**src/board_irq_pkg.sv**
```systemverilog
// shared constants and carrier types for the board support register bank
package board_irq_pkg;

    // ----------------------------------------
    // register offsets (byte addresses in io space)
    // ----------------------------------------
    localparam logic [6:0] OFF_FORCE    = 7'h00;
    localparam logic [6:0] OFF_VECTOR   = 7'h02;
    localparam logic [6:0] OFF_STATUS   = 7'h04;
    localparam logic [6:0] OFF_LOCATION = 7'h06;
    localparam logic [6:0] OFF_REVISION = 7'h0a;
    localparam logic [6:0] OFF_CH0_CTRL = 7'h14;
    localparam logic [6:0] OFF_CH0_STAT = 7'h16;
    localparam logic [6:0] OFF_CH1_CTRL = 7'h28;
    localparam logic [6:0] OFF_CH1_STAT = 7'h2a;

    // ----------------------------------------
    // field positions
    // ----------------------------------------
    localparam int BIT_PENDING     = 0;
    localparam int BIT_CH0_RAW     = 4;
    localparam int BIT_CH1_RAW     = 6;
    localparam int BIT_HOST_LOCK   = 8;
    localparam int BIT_PROTO_LOCK  = 9;
    localparam int BIT_TAG_LOCK    = 10;
    localparam int BIT_RESET_LOW   = 12;
    localparam int BIT_SELFTEST_LO = 13;
    localparam int BIT_LOW_POWER   = 14;
    localparam int BIT_IRQ_ENABLE  = 15;

    // ----------------------------------------
    // reset values
    // ----------------------------------------
    localparam logic [15:0] RST_WORD   = 16'h0000;
    localparam logic [7:0]  RST_VECTOR = 8'hff;

    // ----------------------------------------
    // identification space
    // ----------------------------------------
    localparam logic [7:0] ID_MAKER      = 8'h5a; // arbitrary value
    localparam logic [7:0] ID_MODEL      = 8'h3c; // arbitrary value
    localparam logic [7:0] ID_EXTRA_CNT  = 8'h0c;
    localparam logic [4:0] ID_ADDR_REV   = 5'h0d;
    localparam logic [4:0] ID_ADDR_EXTRA = 5'h15;

    // ----------------------------------------
    // carrier types
    // ----------------------------------------
    typedef struct packed {
        logic        ioSel;
        logic        idSel;
        logic        write;
        logic [6:0]  addr;
        logic [15:0] wdata;
    } host_req_s;

    typedef struct packed {
        logic resetLow;
        logic selftestOnResetLow;
        logic lowPowerPermit;
    } chan_drive_s;

endpackage : board_irq_pkg

```
**src/board_irq_status_control.sv**
```systemverilog
// board level interrupt, lock status and channel control register bank
// Functional notes
// - pending bit set by force or masked channel irq; clears when source goes
// - raw channel irqs shown at status bits 4 and 6 before masking
// - active-low protocol chip irq outputs inverted to active-high status
// - status bit 8 shows host clock manager lock
// - status bit 9 shows protocol clocks locked and generated
// - status bit 10 shows stable external time-tag clock locked
// - location register fully read/write, loaded by driver with switch and slot
// - revision register: minor in low byte, major in high byte
// - id space byte 0d returns major revision
// - channel control bit 12 drives protocol master clear directly
// - channel control bit 13 drives self-test-on-reset request
// - channel control bit 14 drives low power permit
// - channel irq reaches host line only while control bit 15 set
// - channel status bit 0 mirrors unmasked channel irq
// - combined irq drives host request line zero, auto-vectored
// - after power-on no pending request and all irqs disabled
// - enables act after holding latches so polling always works
// - identification prom of at least 32 bytes readable in id space
// - prom bytes at odd addresses: marker, maker, model, major revision, zero driver id, count
// - hardware reset clears every register except vector
`timescale 1ns/10ps
`default_nettype none
module board_irq_status_control
    import board_irq_pkg::*;
#(
    parameter logic [7:0] REV_MAJOR = 8'h04,
    parameter logic [7:0] REV_MINOR = 8'h01,
    parameter int         CHANNELS  = 2
) (
    input  wire logic                clk,
    input  wire logic                protocol_reset_input_low,
    input  wire host_req_s           hostReq,
    output logic                     hostAck,
    output logic [15:0]              hostRdata,
    input  wire logic [CHANNELS-1:0] chanIrqLow,
    input  wire logic                hostClockLocked,
    input  wire logic                protoClockLocked,
    input  wire logic                tagClockLocked,
    output logic                     hostIrqLow,
    output chan_drive_s              chanDrive0,
    output chan_drive_s              chanDrive1
);

    // ----------------------------------------
    // elaboration checks
    // ----------------------------------------
    if (CHANNELS != 2) begin : g_bad_channels
        $error("board_irq_status_control serves exactly two channels");
    end

    // ----------------------------------------
    // state
    // ----------------------------------------
    typedef struct packed {
        logic        forceIrq;
        logic [7:0]  vector;
        logic [15:0] location;
        logic [15:0] ctrl0;
        logic [15:0] ctrl1;
        logic        ack;
        logic [15:0] rdata;
        logic        irqOut;
    } bank_state_s;

    bank_state_s st;
    bank_state_s next_st;

    logic [CHANNELS-1:0] chanIrqSync;
    logic [2:0]          lockSync;
    logic [CHANNELS-1:0] chanIrq;
    logic [CHANNELS-1:0] chanEnable;
    logic                pending;
    logic [15:0]         statusWord;
    logic [7:0]          idByte;
    logic                accessStart;

    // ----------------------------------------
    // input synchronisers
    // ----------------------------------------
    sync_two_flop #(.WIDTH(CHANNELS), .RST_LEVEL({CHANNELS{1'b1}})) u_sync_irq (
        .clk     (clk),
        .protocol_reset_input_low    (protocol_reset_input_low),
        .asyncIn (chanIrqLow),
        .syncOut (chanIrqSync)
    );

    sync_two_flop #(.WIDTH(3)) u_sync_lock (
        .clk     (clk),
        .protocol_reset_input_low    (protocol_reset_input_low),
        .asyncIn ({tagClockLocked, protoClockLocked, hostClockLocked}),
        .syncOut (lockSync)
    );

    // ----------------------------------------
    // interrupt combine
    // ----------------------------------------
    assign chanIrq    = ~chanIrqSync;
    assign chanEnable = {st.ctrl1[BIT_IRQ_ENABLE], st.ctrl0[BIT_IRQ_ENABLE]};
    assign pending    = st.forceIrq | (|(chanIrq & chanEnable));

    always_comb begin
        statusWord                 = '0;
        statusWord[BIT_PENDING]    = pending;
        statusWord[BIT_CH0_RAW]    = chanIrq[0];
        statusWord[BIT_CH1_RAW]    = chanIrq[1];
        statusWord[BIT_HOST_LOCK]  = lockSync[0];
        statusWord[BIT_PROTO_LOCK] = lockSync[1];
        statusWord[BIT_TAG_LOCK]   = lockSync[2];
    end

    // ----------------------------------------
    // identification prom
    // ----------------------------------------
    always_comb begin
        unique case (hostReq.addr[4:0])
            5'h01:        idByte = 8'h49;
            5'h03:        idByte = 8'h50;
            5'h05:        idByte = 8'h41;
            5'h07:        idByte = 8'h48;
            5'h09:        idByte = ID_MAKER;
            5'h0b:        idByte = ID_MODEL;
            ID_ADDR_REV:  idByte = REV_MAJOR;
            ID_ADDR_EXTRA: idByte = ID_EXTRA_CNT;
            default:      idByte = 8'h00;
        endcase
    end

    // ----------------------------------------
    // register access
    // ----------------------------------------
    assign accessStart = (hostReq.ioSel | hostReq.idSel) & ~st.ack;

    always_comb begin
        next_st     = st;
        next_st.ack = accessStart;
        next_st.irqOut = pending;
        if (accessStart && hostReq.idSel) begin
            next_st.rdata = {8'h00, idByte};
        end else if (accessStart && hostReq.write) begin
            unique case (hostReq.addr)
                OFF_FORCE:    next_st.forceIrq = hostReq.wdata[0];
                OFF_VECTOR:   next_st.vector   = hostReq.wdata[7:0];
                OFF_LOCATION: next_st.location = hostReq.wdata;
                OFF_CH0_CTRL: next_st.ctrl0    = {hostReq.wdata[15:12], 12'h000};
                OFF_CH1_CTRL: next_st.ctrl1    = {hostReq.wdata[15:12], 12'h000};
                default:      next_st.forceIrq = st.forceIrq;
            endcase
        end else if (accessStart) begin
            unique case (hostReq.addr)
                OFF_FORCE:    next_st.rdata = {15'h0000, st.forceIrq};
                OFF_VECTOR:   next_st.rdata = {8'h00, st.vector};
                OFF_STATUS:   next_st.rdata = statusWord;
                OFF_LOCATION: next_st.rdata = st.location;
                OFF_REVISION: next_st.rdata = {REV_MAJOR, REV_MINOR};
                OFF_CH0_CTRL: next_st.rdata = st.ctrl0;
                OFF_CH0_STAT: next_st.rdata = {15'h0000, chanIrq[0]};
                OFF_CH1_CTRL: next_st.rdata = st.ctrl1;
                OFF_CH1_STAT: next_st.rdata = {15'h0000, chanIrq[1]};
                default:      next_st.rdata = 16'h0000;
            endcase
        end
    end

    always_ff @(posedge clk or negedge protocol_reset_input_low) begin
        if (!protocol_reset_input_low) begin
            st.forceIrq <= 1'b0;
            st.vector   <= RST_VECTOR;
            st.location <= RST_WORD;
            st.ctrl0    <= RST_WORD;
            st.ctrl1    <= RST_WORD;
            st.ack      <= 1'b0;
            st.rdata    <= RST_WORD;
            st.irqOut   <= 1'b0;
        end else begin
            st <= next_st;
        end
    end

    // ----------------------------------------
    // outputs
    // ----------------------------------------
    assign hostAck    = st.ack;
    assign hostRdata  = st.rdata;
    assign hostIrqLow = ~st.irqOut;

    assign chanDrive0.resetLow           = st.ctrl0[BIT_RESET_LOW];
    assign chanDrive0.selftestOnResetLow = st.ctrl0[BIT_SELFTEST_LO];
    assign chanDrive0.lowPowerPermit     = st.ctrl0[BIT_LOW_POWER];
    assign chanDrive1.resetLow           = st.ctrl1[BIT_RESET_LOW];
    assign chanDrive1.selftestOnResetLow = st.ctrl1[BIT_SELFTEST_LO];
    assign chanDrive1.lowPowerPermit     = st.ctrl1[BIT_LOW_POWER];

endmodule : board_irq_status_control
`default_nettype wire

```
**src/sync_two_flop.sv**
```systemverilog
// two-flop synchroniser for a vector of levels
`timescale 1ns/10ps
`default_nettype none
module sync_two_flop
    import board_irq_pkg::*;
#(
    parameter int               WIDTH     = 1,
    parameter logic [WIDTH-1:0] RST_LEVEL = '0
) (
    input  wire logic             clk,
    input  wire logic             protocol_reset_input_low,
    input  wire logic [WIDTH-1:0] asyncIn,
    output logic      [WIDTH-1:0] syncOut
);
    typedef struct packed {
        logic [WIDTH-1:0] stage1;
        logic [WIDTH-1:0] stage2;
    } sync_state_s;

    sync_state_s st;
    sync_state_s next_st;

    if (WIDTH < 1) begin : g_bad_width
        $error("sync_two_flop needs at least one bit");
    end

    always_comb begin
        next_st.stage1 = asyncIn;
        next_st.stage2 = st.stage1;
    end

    always_ff @(posedge clk or negedge protocol_reset_input_low) begin
        if (!protocol_reset_input_low) begin
            st <= '{stage1: RST_LEVEL, stage2: RST_LEVEL};
        end else begin
            st <= next_st;
        end
    end

    assign syncOut = st.stage2;
endmodule : sync_two_flop
`default_nettype wire

```
**config.mk**
```make
export PLATFORM = sky130hd
export DESIGN_NAME = board_irq_status_control
export DESIGN_NICKNAME = d
export VERILOG_FILES = /design/src/board_irq_pkg.sv /design/src/board_irq_status_control.sv /design/src/sync_two_flop.sv
export SDC_FILE = /design/constraint.sdc
export NUM_CORES = 1
export LEC_CHECK = 0
export BUFFER_PORTS_ARGS = -buffer_cell sky130_fd_sc_hd__buf_2
export CORE_MARGIN = 8
export CORE_UTILIZATION = 55
export DETAILED_ROUTE_END_ITERATION = 6
export PLACE_DENSITY = 0.91
export REMOVE_ABC_BUFFERS = 1
export SETUP_SLACK_MARGIN = 0.15
export SLEW_MARGIN = 20
export SYNTH_ARGS = -nofsm -noshare
export SYNTH_HDL_FRONTEND = slang
export SYNTH_SLANG_ARGS = --single-unit
```
**constraint.sdc**
```tcl
create_clock -name clk -period 1.71 [get_ports clk]
set_clock_uncertainty 0.1 [all_clocks]
set_input_delay 0.342 -clock clk [delete_from_list [all_inputs] [get_ports clk]]
set_output_delay 0.342 -clock clk [all_outputs]
set_load 0.01 [all_outputs]
```
==> flow_summary.toml, run 1 <==
[outcome]
outcome = "completed"

[sta]
setup_viol = 0
holdWs_ns = 0.0106
fin_setup_tns_ns = 0
period_share_pct = 97.5
relSlewSlack_pct = 71.0
finalHoldViolations = 0
worst_pin_slew_ns = 0.434
clock.fmax_mhz = 600
rsz0062_at_grt = "true"
fin_crit_ns = 1.67
slew_violations = 0
setup_slack_ns = 0.0426

[synthesis]
ys_seq_area_share_pct = 51.9
synth_area_um2 = 2970
syn_avg_cell_area_um2 = 12.5
synth_compound_area_share_pct = 11.6
ys_ff_latch = 61
yosys.area_share.xor_xnor_pct = 0.295
synth_top_area_share_pct = 41.3
yosysUniqueCellTypes = 47
yosys.area_share.simple_pct = 13.1
syn_inst = 238
synth_top_family_by_area = "multiplexers"
yosys_warnings = 0
synth_fa_ha_area_share_pct = 0
synth_top_cell_by_area = "dfrtp_1"
yosys-top-cells-area = "dfrtp_1 (41%), dfstp_2 (11%), mux2_2 (8.7%)"
muxShareOfSynthArea_pct = 14.8

[worst_hold_path]
worst_hold_path.endpoint = "u_sync_lock.next_st[1]"
hold_path.class = "in -> reg"
hold_start = "protoClockLocked"
min_path_cells = 1

[pwr]
clock_power_share_pct = 37.5
p_sw_share_pct = 24.4
switchingPower_mw = 0.731
pwr-share-seq_pct = 50.7
internal-power_mw = 2.26
p_comb_share_pct = 11.8
peakVddDrop_v = 0.000564
leakagePower_nw = 1.89
power_density_nw_per_um2 = 789

[floorplanning]
ioPinCount = 57
die_w_um = 89.5
core-area_um2 = 5170
start_util_pct = 57.4
die_y_um = 89.5
die_area_um2 = 8010
rows = 26

[route]
drt-wirelength-per-cell_um = 20.7
postRouteAntennaNets = 0
drc = 0
routed_via_density = 5.80
wirelength_mm = 8.11
drtIter0Drc = 119
via_count = 2273
drtPass1Iterations = 4

[flow_run]
cap_viol_max_count = 0

[critical_path]
startpoint = "hostAck"
path_class = "reg -> reg"
r2r-start = "hostAck"
required_ns = 1.83
r2r_slack_ns = 0.04
arrival_ns = 1.79
reg2reg_depth = 6
path_max_fanout = 8
cp-start-kind = "flip-flop"
cp-end-kind = "flip-flop"
rr_endpoint = "st[64]"

[finish]
fill_cells = 343
fin_nets = 350
finalNonFillerCells = 392
area_growth_pct = 27.6
drive_gt1_share_pct = 55.9
diodes = 0

[clocking]
h-tree-depth = 3
clkTransAtPathRegs_ns = 0.06
clock_path_buffers = 2
cts_tree = "yes"
clk_latency_ns = 0.33
cts.sinks = 61
cts-root-buf = "clkbuf_8"
cts_made_buffers = 9

[global_route]
antenna_found_initial = 0
overflow = 0
track_usage_pct = 21.2
grt_pass1_vias = 2514
grt_pass1_wl_mm = 12.4
grt_start_max_net_pins = 34

[placement]
gp_congestion = 0.925
dpl.cell_count = 366
place_hpwl_mm = 5.49
preCtsSetupSlack_ns = -0.281
place.port_buffers = 56
power groups by stage:
stage	clock (mW)	combinational, mW	sequential (mW)
finish	1.12	0.353	1.51
global route	1.22	0.378	1.52
CTS	1.14	0.335	1.51
detailed placement	0	0.308	1.54
global placement	0	0.296	1.54
floorplan	0	0.0929	1.54
final cells by class:
type                       instances  area [um^2]  area share [%]
timing repair buffer              99          691            18.2
multi-input combinational        141         1280            33.8
clock buffer                      15          166            4.39
clock inverter                     1         5.00           0.132
inverter                           5         18.8           0.495
tap                               70         87.6            2.31
sequential                        61         1540            40.7
worst max-delay path, cell delays in order (launching register included):
cell and delay (ns):
dfrtp_1 0.40, nor2_2 0.13, and3_4 0.22, buf_6 0.11, nand3_4 0.10, buf_12 0.19
mux2_4 0.29
cells in the final DEF (no fill, tap or decap), drive strengths merged, types with 2 or more instances in the layout:
cell type    Yosys  layout
nor3             3       3
dfrtp           49      49
o22a             3       3
o21ai            4       4
nand3b           4       4
nor4             2       2
mux2            33      33
nor2b            4       4
nand4b           2       2
dlygate4sd3      0       3
or3              4       4
a22o             5       5
a221o           13      13
and3             3       3
inv              5       5
a21oi            5       5
a22oi            6       6
dfstp           12      12
nand3            7       7
mux2i            3       3
clkbuf           4      15
buf             28      96
nand4            2       2
nand2            6       6
nor2            18      19
synthesized netlist by cell type (all sizes together):
| cell type | count |
|---|---|
| dfrtp | 49 |
| mux2 | 33 |
| buf | 28 |
| nor2 | 18 |
| a221o | 13 |
| dfstp | 12 |
| nand3 | 7 |
| a22oi | 6 |
| nand2 | 6 |
| a21oi | 5 |
| a22o | 5 |
| inv | 5 |
| clkbuf | 4 |
| nand3b | 4 |
| nor2b | 4 |
| o21ai | 4 |
| or3 | 4 |
| and3 | 3 |
| mux2i | 3 |
| nor3 | 3 |
| o22a | 3 |
| nand4 | 2 |
| nand4b | 2 |
| nor4 | 2 |
| a2111oi | 1 |
| a211oi | 1 |
| a31o | 1 |
| and2 | 1 |
| and4b | 1 |
| nor3b | 1 |
| o211ai | 1 |
| o21bai | 1 |
| o31a | 1 |
| or2 | 1 |
| or2b | 1 |
| or3b | 1 |
| xor2 | 1 |
metrics by stage:
step | util, % | power [mW] | instance area [um^2]
finish | 73.2 | 2.99 | 3790
global route | 73.2 | 3.11 | 3790
CTS | 72.0 | 2.99 | 3730
detailed placement | 66.3 | 1.85 | 3430
global placement | 66.3 | 1.83 | 3430
floorplan | - | 1.63 | 2740
per-layer routing:
layer  vias up  wire, um  global-route usage (%)
met5         -         0                       0
met4         0       321                    14.5
met2       109      4260                    36.8
met1      1122      2980                    22.0
met3        31       549                    5.51
li1       1011         -                       -
logic make-up after synthesis:
| logic type | Yosys count |
|---|---|
| AOI/OAI and AO/OA | 42 |
| xor gates and xnor gates | 1 |
| buffers and inverters | 37 |
| DFF | 61 |
| muxes | 36 |
| and+or+nand+nor | 61 |
how the worst max path moves through the flow:
stage                     to  slack [ns]  depth (start not counted)
2_1_floorplan         st[56]       -0.31                          4
6_report              st[64]        0.04                          6
3_5_place_dp   hostRdata[14]       -0.28                          7
5_1_grt               st[65]       0.007                          6
4_1_cts               st[63]        0.08                          6
3_3_place_gp   hostRdata[14]       -0.19                          7
flip-flops by register name (all words and copies together), names as in the netlist:
| signal | flops |
|---|---|
| chanEnable | 2 |
| u_sync_irq.syncOut | 2 |
| u_sync_lock.next_st | 3 |
| st | 26 |
| hostAck | 1 |
| chanDrive1 | 3 |
| chanDrive0 | 3 |
| u_sync_lock.syncOut | 3 |
| u_sync_irq.next_st | 2 |
| hostRdata | 16 |
repair_timing:
| action | 4_1_cts | 5_1_grt |
|---|---|---|
| pin swaps | 6 | 7 |
| hold endpoints to repair | 10 | 0 |
| cloned | 1 | 0 |
| gates resized for setup | 15 | 10 |
| setup buffers | 4 | 2 |
| hold buffers | 3 | 0 |
| endpoints found under the setup margin | 45 | 43 |
Power figures use the tool's default switching activity.
==> run 2: changes to the inputs <==
- CORE_ASPECT_RATIO: not set -> 1.4
- HOLD_SLACK_MARGIN: not set -> 0.03
==> run 2 against run 1 <==
Against the previous run:
- wire length shrank 6.8%
- critical path depth shrank 1
- cell area shrank 0.30%
- worst hold slack gained 0.11 ns
- non-clock buffer count is the same
- via count shrank 1.0%
- first-iteration DRC count grew 88%
- die area grew 0.41%
- count of clock-buffer cells in the layout shrank 5
- fmax grew 0.74%
- global-route usage shrank 2.7 points
- worst setup slack gained 0.012 ns
==> flow_summary.toml, run 2 (synthesis gave the netlist of run 1 again) <==
[finish]
postLayoutCoreUtil_pct = 72.7
finalNonFillerCells = 387
largest_register = "st"
final_cell_mix = "buf_2 (55), dfrtp_1 (49), buf_4 (30)"
fill_cells = 348
diodes = 0
largest_reg_flops = 26
final_common_cell = "buf_2"
design_area_um2 = 3780
drive_gt1_share_pct = 55.8
area_growth_pct = 27.2
fin_nets = 350

[critical_path]
cp_top_family = "compound AO/OA/AOI/OAI gates"
path_max_fanout = 2
r2r_slack_ns = 0.05
required_ns = 1.83
cp-start-kind = "flip-flop"
arrival_ns = 1.77
reg2reg_depth = 5
path_cells = "inv_1 -> a221o_1 -> o211ai_1 -> a31o_2 -> nand3_1"
crit_buf_inv = 1
r2r-start = "u_sync_irq.syncOut[0]"
startpoint = "u_sync_irq.syncOut[0]"
cp-end-kind = "flip-flop"
cp_slowest_stage_delay_ns = 0.54
crit_slowest_cell = "dfstp_2"
rr_endpoint = "hostRdata[0]"
path_class = "reg -> reg"

[placement]
place.port_buffers = 56
place_area_um2 = 3360
dpl.cell_count = 359
place_hpwl_mm = 5.06
preCtsSetupSlack_ns = -0.233
gp_congestion = 0.954

[sta]
finalHoldViolations = 0
slew_violations = 0
fin_crit_ns = 1.66
period_share_pct = 96.8
setup_slack_ns = 0.0549
setup_viol = 0
fin_setup_tns_ns = 0
relSlewSlack_pct = 75.1
rsz0062_at_grt = "true"
clock.fmax_mhz = 604
holdWs_ns = 0.121
worst_pin_slew_ns = 0.372

[global_route]
overflow = 0
antenna_found_initial = 0
track_usage_pct = 18.5
grt_start_max_net_pins = 62
grt_pass1_wl_mm = 11.5
grt_pass1_vias = 2465

[route]
drt-wirelength-per-cell_um = 19.5
routed_via_density = 5.81
via_count = 2250
drc = 0
wirelength_mm = 7.56
postRouteAntennaNets = 0
drtPass1Iterations = 4
drtIter0Drc = 224

[floorplanning]
die_y_um = 103
ioPinCount = 57
core-area_um2 = 5200
rows = 31
die_w_um = 78.1
die_area_um2 = 8040
start_util_pct = 57.1

[clocking]
cts-root-buf = "clkbuf_8"
cts_tree = "yes"
cts.sinks = 61
cts_made_buffers = 9
clkTransAtPathRegs_ns = 0.07
clk_latency_ns = 0.35
h-tree-depth = 3
clock_path_buffers = 2

[worst_hold_path]
min_path_cells = 2
worst_hold_path.endpoint = "st[61]"
hold_start = "hostReq[11]"
hold_path.class = "in -> reg"

[flow_run]
cap_viol_max_count = 0

[pwr]
power_density_nw_per_um2 = 803
peakVddDrop_v = 0.000543
p_total_mw = 3.03
leakagePower_nw = 1.85

[outcome]
outcome = "completed"
==> run 2: cell types whose count changed in the layout (fill, tap and decap cells not counted), moves of 2 or more <==
| cell | before | now |
|---|---|---|
| buf_12 | 5 | 2 |
| buf_4 | 32 | 30 |
| clkbuf_1 | 4 | 1 |
| clkbuf_8 | 11 | 9 |
| clkinv_2 | 1 | 3 |
| dlygate4sd3_1 | 3 | 6 |
| nand2_2 | 0 | 3 |
| nand2_4 | 3 | 1 |
| o21ai_1 | 0 | 2 |
| o21ai_2 | 2 | 0 |
==> run 2: what timing repair did <==
| action | CTS | global route |
|---|---|---|
| endpoints found under the hold margin | 54 | 0 |
| hold buffers | 6 | 0 |
| pin swaps | 7 | 15 |
| endpoints found under the setup margin | 39 | 49 |
| buffers inserted | 3 | 2 |
| gates cloned | 1 | 1 |
| resized for setup | 9 | 16 |
==> run 2: worst max path at each step <==
stage | endpoint | cells past startpoint
6_report | hostRdata[0] | 5
5_1_grt | hostRdata[0] | 5
4_1_cts | hostRdata[0] | 5
3_5_place_dp | hostRdata[13] | 7
3_3_place_gp | hostRdata[10] | 7
2_1_floorplan | st[56] | 4
==> run 2: where the power goes <==
group | switching [mW] | internal (mW) | total (mW)
logic | 0.179 | 0.156 | 0.335
clock network | 0.529 | 0.656 | 1.19
registers | 0.0227 | 1.49 | 1.51
==> run 2: routing by layer <==
metal	wire length, um	part of all wire, %	GRT usage [%]	vias to the layer above
li1	-	-	-	1011
met1	2800	37	18.3	1137
met2	4040	53	32.2	76
met3	421	5.6	4.54	26
met4	303	4.0	15.0	0
met5	0	0	0	-
==> run 2: area by class of cell <==
type / instances / area (um^2) / area share (%)
repair buffers: 99 / 684 / 18.1
inverters: 5 / 18.8 / 0.497
flip-flops and latches: 61 / 1540 / 40.8
clock inverters: 5 / 52.6 / 1.39
multi-input cells: 141 / 1270 / 33.6
well taps: 66 / 82.6 / 2.19
clock buffers: 10 / 128 / 3.38
==> run 3: changes to the inputs <==
- CORE_UTILIZATION: 55 -> 59
- PLACE_DENSITY: 0.91 -> 0.95
- clock period: 1.71 -> 2 ns (I/O delays scaled with it)
==> run 3 against run 2 <==
Against the previous run:
- global-route usage down 0.51 points
- combinational power down 31%
- non-clock buffer count is 20 lower
- sequential power fell by 15%
- count of clock-buffer cells in the layout unchanged
- critical path depth is the same
- clock power shrank 13%
- core utilization shrank 0.74 points
- die area shrank 5.6%
- total power decreased by 15%
- first-iteration DRC count is 54% lower
- sequential share of layout area up 3.4 points
- critical endpoint is now chanDrive0[1]
- largest cell class unchanged
- largest power group unchanged
==> flow_summary.toml, run 3 (synthesis gave the netlist of run 1 again) <==
[route]
drt-wirelength-per-cell_um = 18.0
via_count = 2101
drtPass1Iterations = 4
drc = 0
postRouteAntennaNets = 0
drtIter0Drc = 102
routed_via_density = 5.76
wirelength_mm = 6.58

[clocking]
cts.sinks = 61
post_cts_resized = 0
cts_made_buffers = 9
clk_latency_ns = 0.35
post_cts_buffers = 0
cts_tree = "yes"
clock_path_buffers = 2
clkTransAtPathRegs_ns = 0.06
h-tree-depth = 3
cts-root-buf = "clkbuf_8"

[global_route]
grt_pass1_wl_mm = 10.8
met3_usage_pct = 4.74
overflow = 0
antenna_found_initial = 0
track_usage_pct = 18.0
use_met1_pct = 20.2
grt_pass1_vias = 2188
top_usage_layer = "met2"
grt_start_max_net_pins = 62
use_met2_pct = 30.0

[critical_path]
cp-end-kind = "flip-flop"
path_max_fanout = 5
rr_endpoint = "chanDrive0[1]"
arrival_ns = 1.83
required_ns = 2.12
reg2reg_depth = 5
r2r-start = "hostAck"
cp-start-kind = "flip-flop"
crit_end = "chanDrive0[1]"
startpoint = "hostAck"
path_class = "reg -> reg"
r2r_slack_ns = 0.29

[floorplanning]
die_area_um2 = 7590
start_util_pct = 61.3
die_w_um = 76.0
die_y_um = 99.9
rows = 30
ioPinCount = 57
core-area_um2 = 4840

[placement]
gp_congestion = 0.937
preCtsSetupSlack_ns = -0.0695
place_hpwl_mm = 4.98
place.port_buffers = 56

[pwr]
leakagePower_nw = 1.71
peakVddDrop_v = 0.000523
power_density_nw_per_um2 = 738
p_total_mw = 2.57

[sta]
finalHoldViolations = 0
relSlewSlack_pct = 78.2
clock.fmax_mhz = 585
holdWs_ns = 0.0578
setup_viol = 0
slew_violations = 0
rsz0062_at_grt = "false"
setup_slack_ns = 0.291
period_share_pct = 85.4
worst_pin_slew_ns = 0.323
fin_crit_ns = 1.71

[worst_hold_path]
hold_path.class = "in -> reg"

[finish]
diodes = 0
multiInputGateArea_um2 = 1180
largest_register = "st"
largest_reg_flops = 26
final_cell_mix = "buf_2 (56), dfrtp_1 (49), mux2_2 (23)"
drive_gt1_share_pct = 49.5
fill_cells = 304
final_common_cell = "buf_2"
fin_nets = 329
regArea_um2 = 1540
area_growth_pct = 17.3

[flow_run]
cap_viol_max_count = 0

[outcome]
outcome = "completed"
-- run 3: final cells by class --
type	instances	area share, %
Inverter	5	0.539
Clock buffer	10	3.66
Tap cell	64	2.30
Multi-Input combinational cell	140	34.0
Sequential cell	61	44.3
Clock inverter	6	1.83
Timing Repair Buffer	79	13.4
-- run 3: through the flow --
step	area (um^2)	std cells	TNS [ns]	util, %
after CTS	3480	365	0	71.9
after floorplan	2740	206	-1.22	-
final	3480	365	0	71.9
after detailed placement	3280	348	-0.626	67.8
after global placement	3280	348	-0.000744	67.8
after global routing	3480	365	0	71.9
-- run 3: worst min path at each step --
stage                             startpoint                      to  slack [ns]  cells past startpoint
finish                         chanIrqLow[1]   u_sync_irq.next_st[1]        0.06                      1
CTS                            chanIrqLow[1]   u_sync_irq.next_st[1]        0.05                      1
global route                protoClockLocked  u_sync_lock.next_st[1]        0.05                      1
global placement      u_sync_lock.next_st[2]  u_sync_lock.syncOut[2]        0.23                      0
floorplan           protocol_reset_input_low           chanDrive0[0]       0.004                      0
detailed placement    u_sync_lock.next_st[2]  u_sync_lock.syncOut[2]        0.24                      0
-- run 3: critical path, stage by stage, from the launching register on --
cell and delay [ns]:
dfrtp_1 0.41, nor2_1 0.12, and3_1 0.28, and2_1 0.22, nand2_1 0.15, mux2_2 0.31
-- run 3: layer usage --
metal	share of wire [%]	vias up
li1	-	968
met3	5.3	12
met4	2.1	0
met1	40	1056
met2	52	65
met5	0	-
-- run 3: power breakdown --
group	total [mW]	internal, mW	switching [mW]
registers	1.29	1.27	0.0197
clock network	1.04	0.572	0.473
logic	0.232	0.0998	0.132
total	2.57	1.95	0.624
-- run 3: repair_timing --
item / 4_1_cts / 5_1_grt
endpoints found under the setup margin: 0 / 0
endpoints found under the hold margin: 49 / 0
hold buffers: 1 / 0
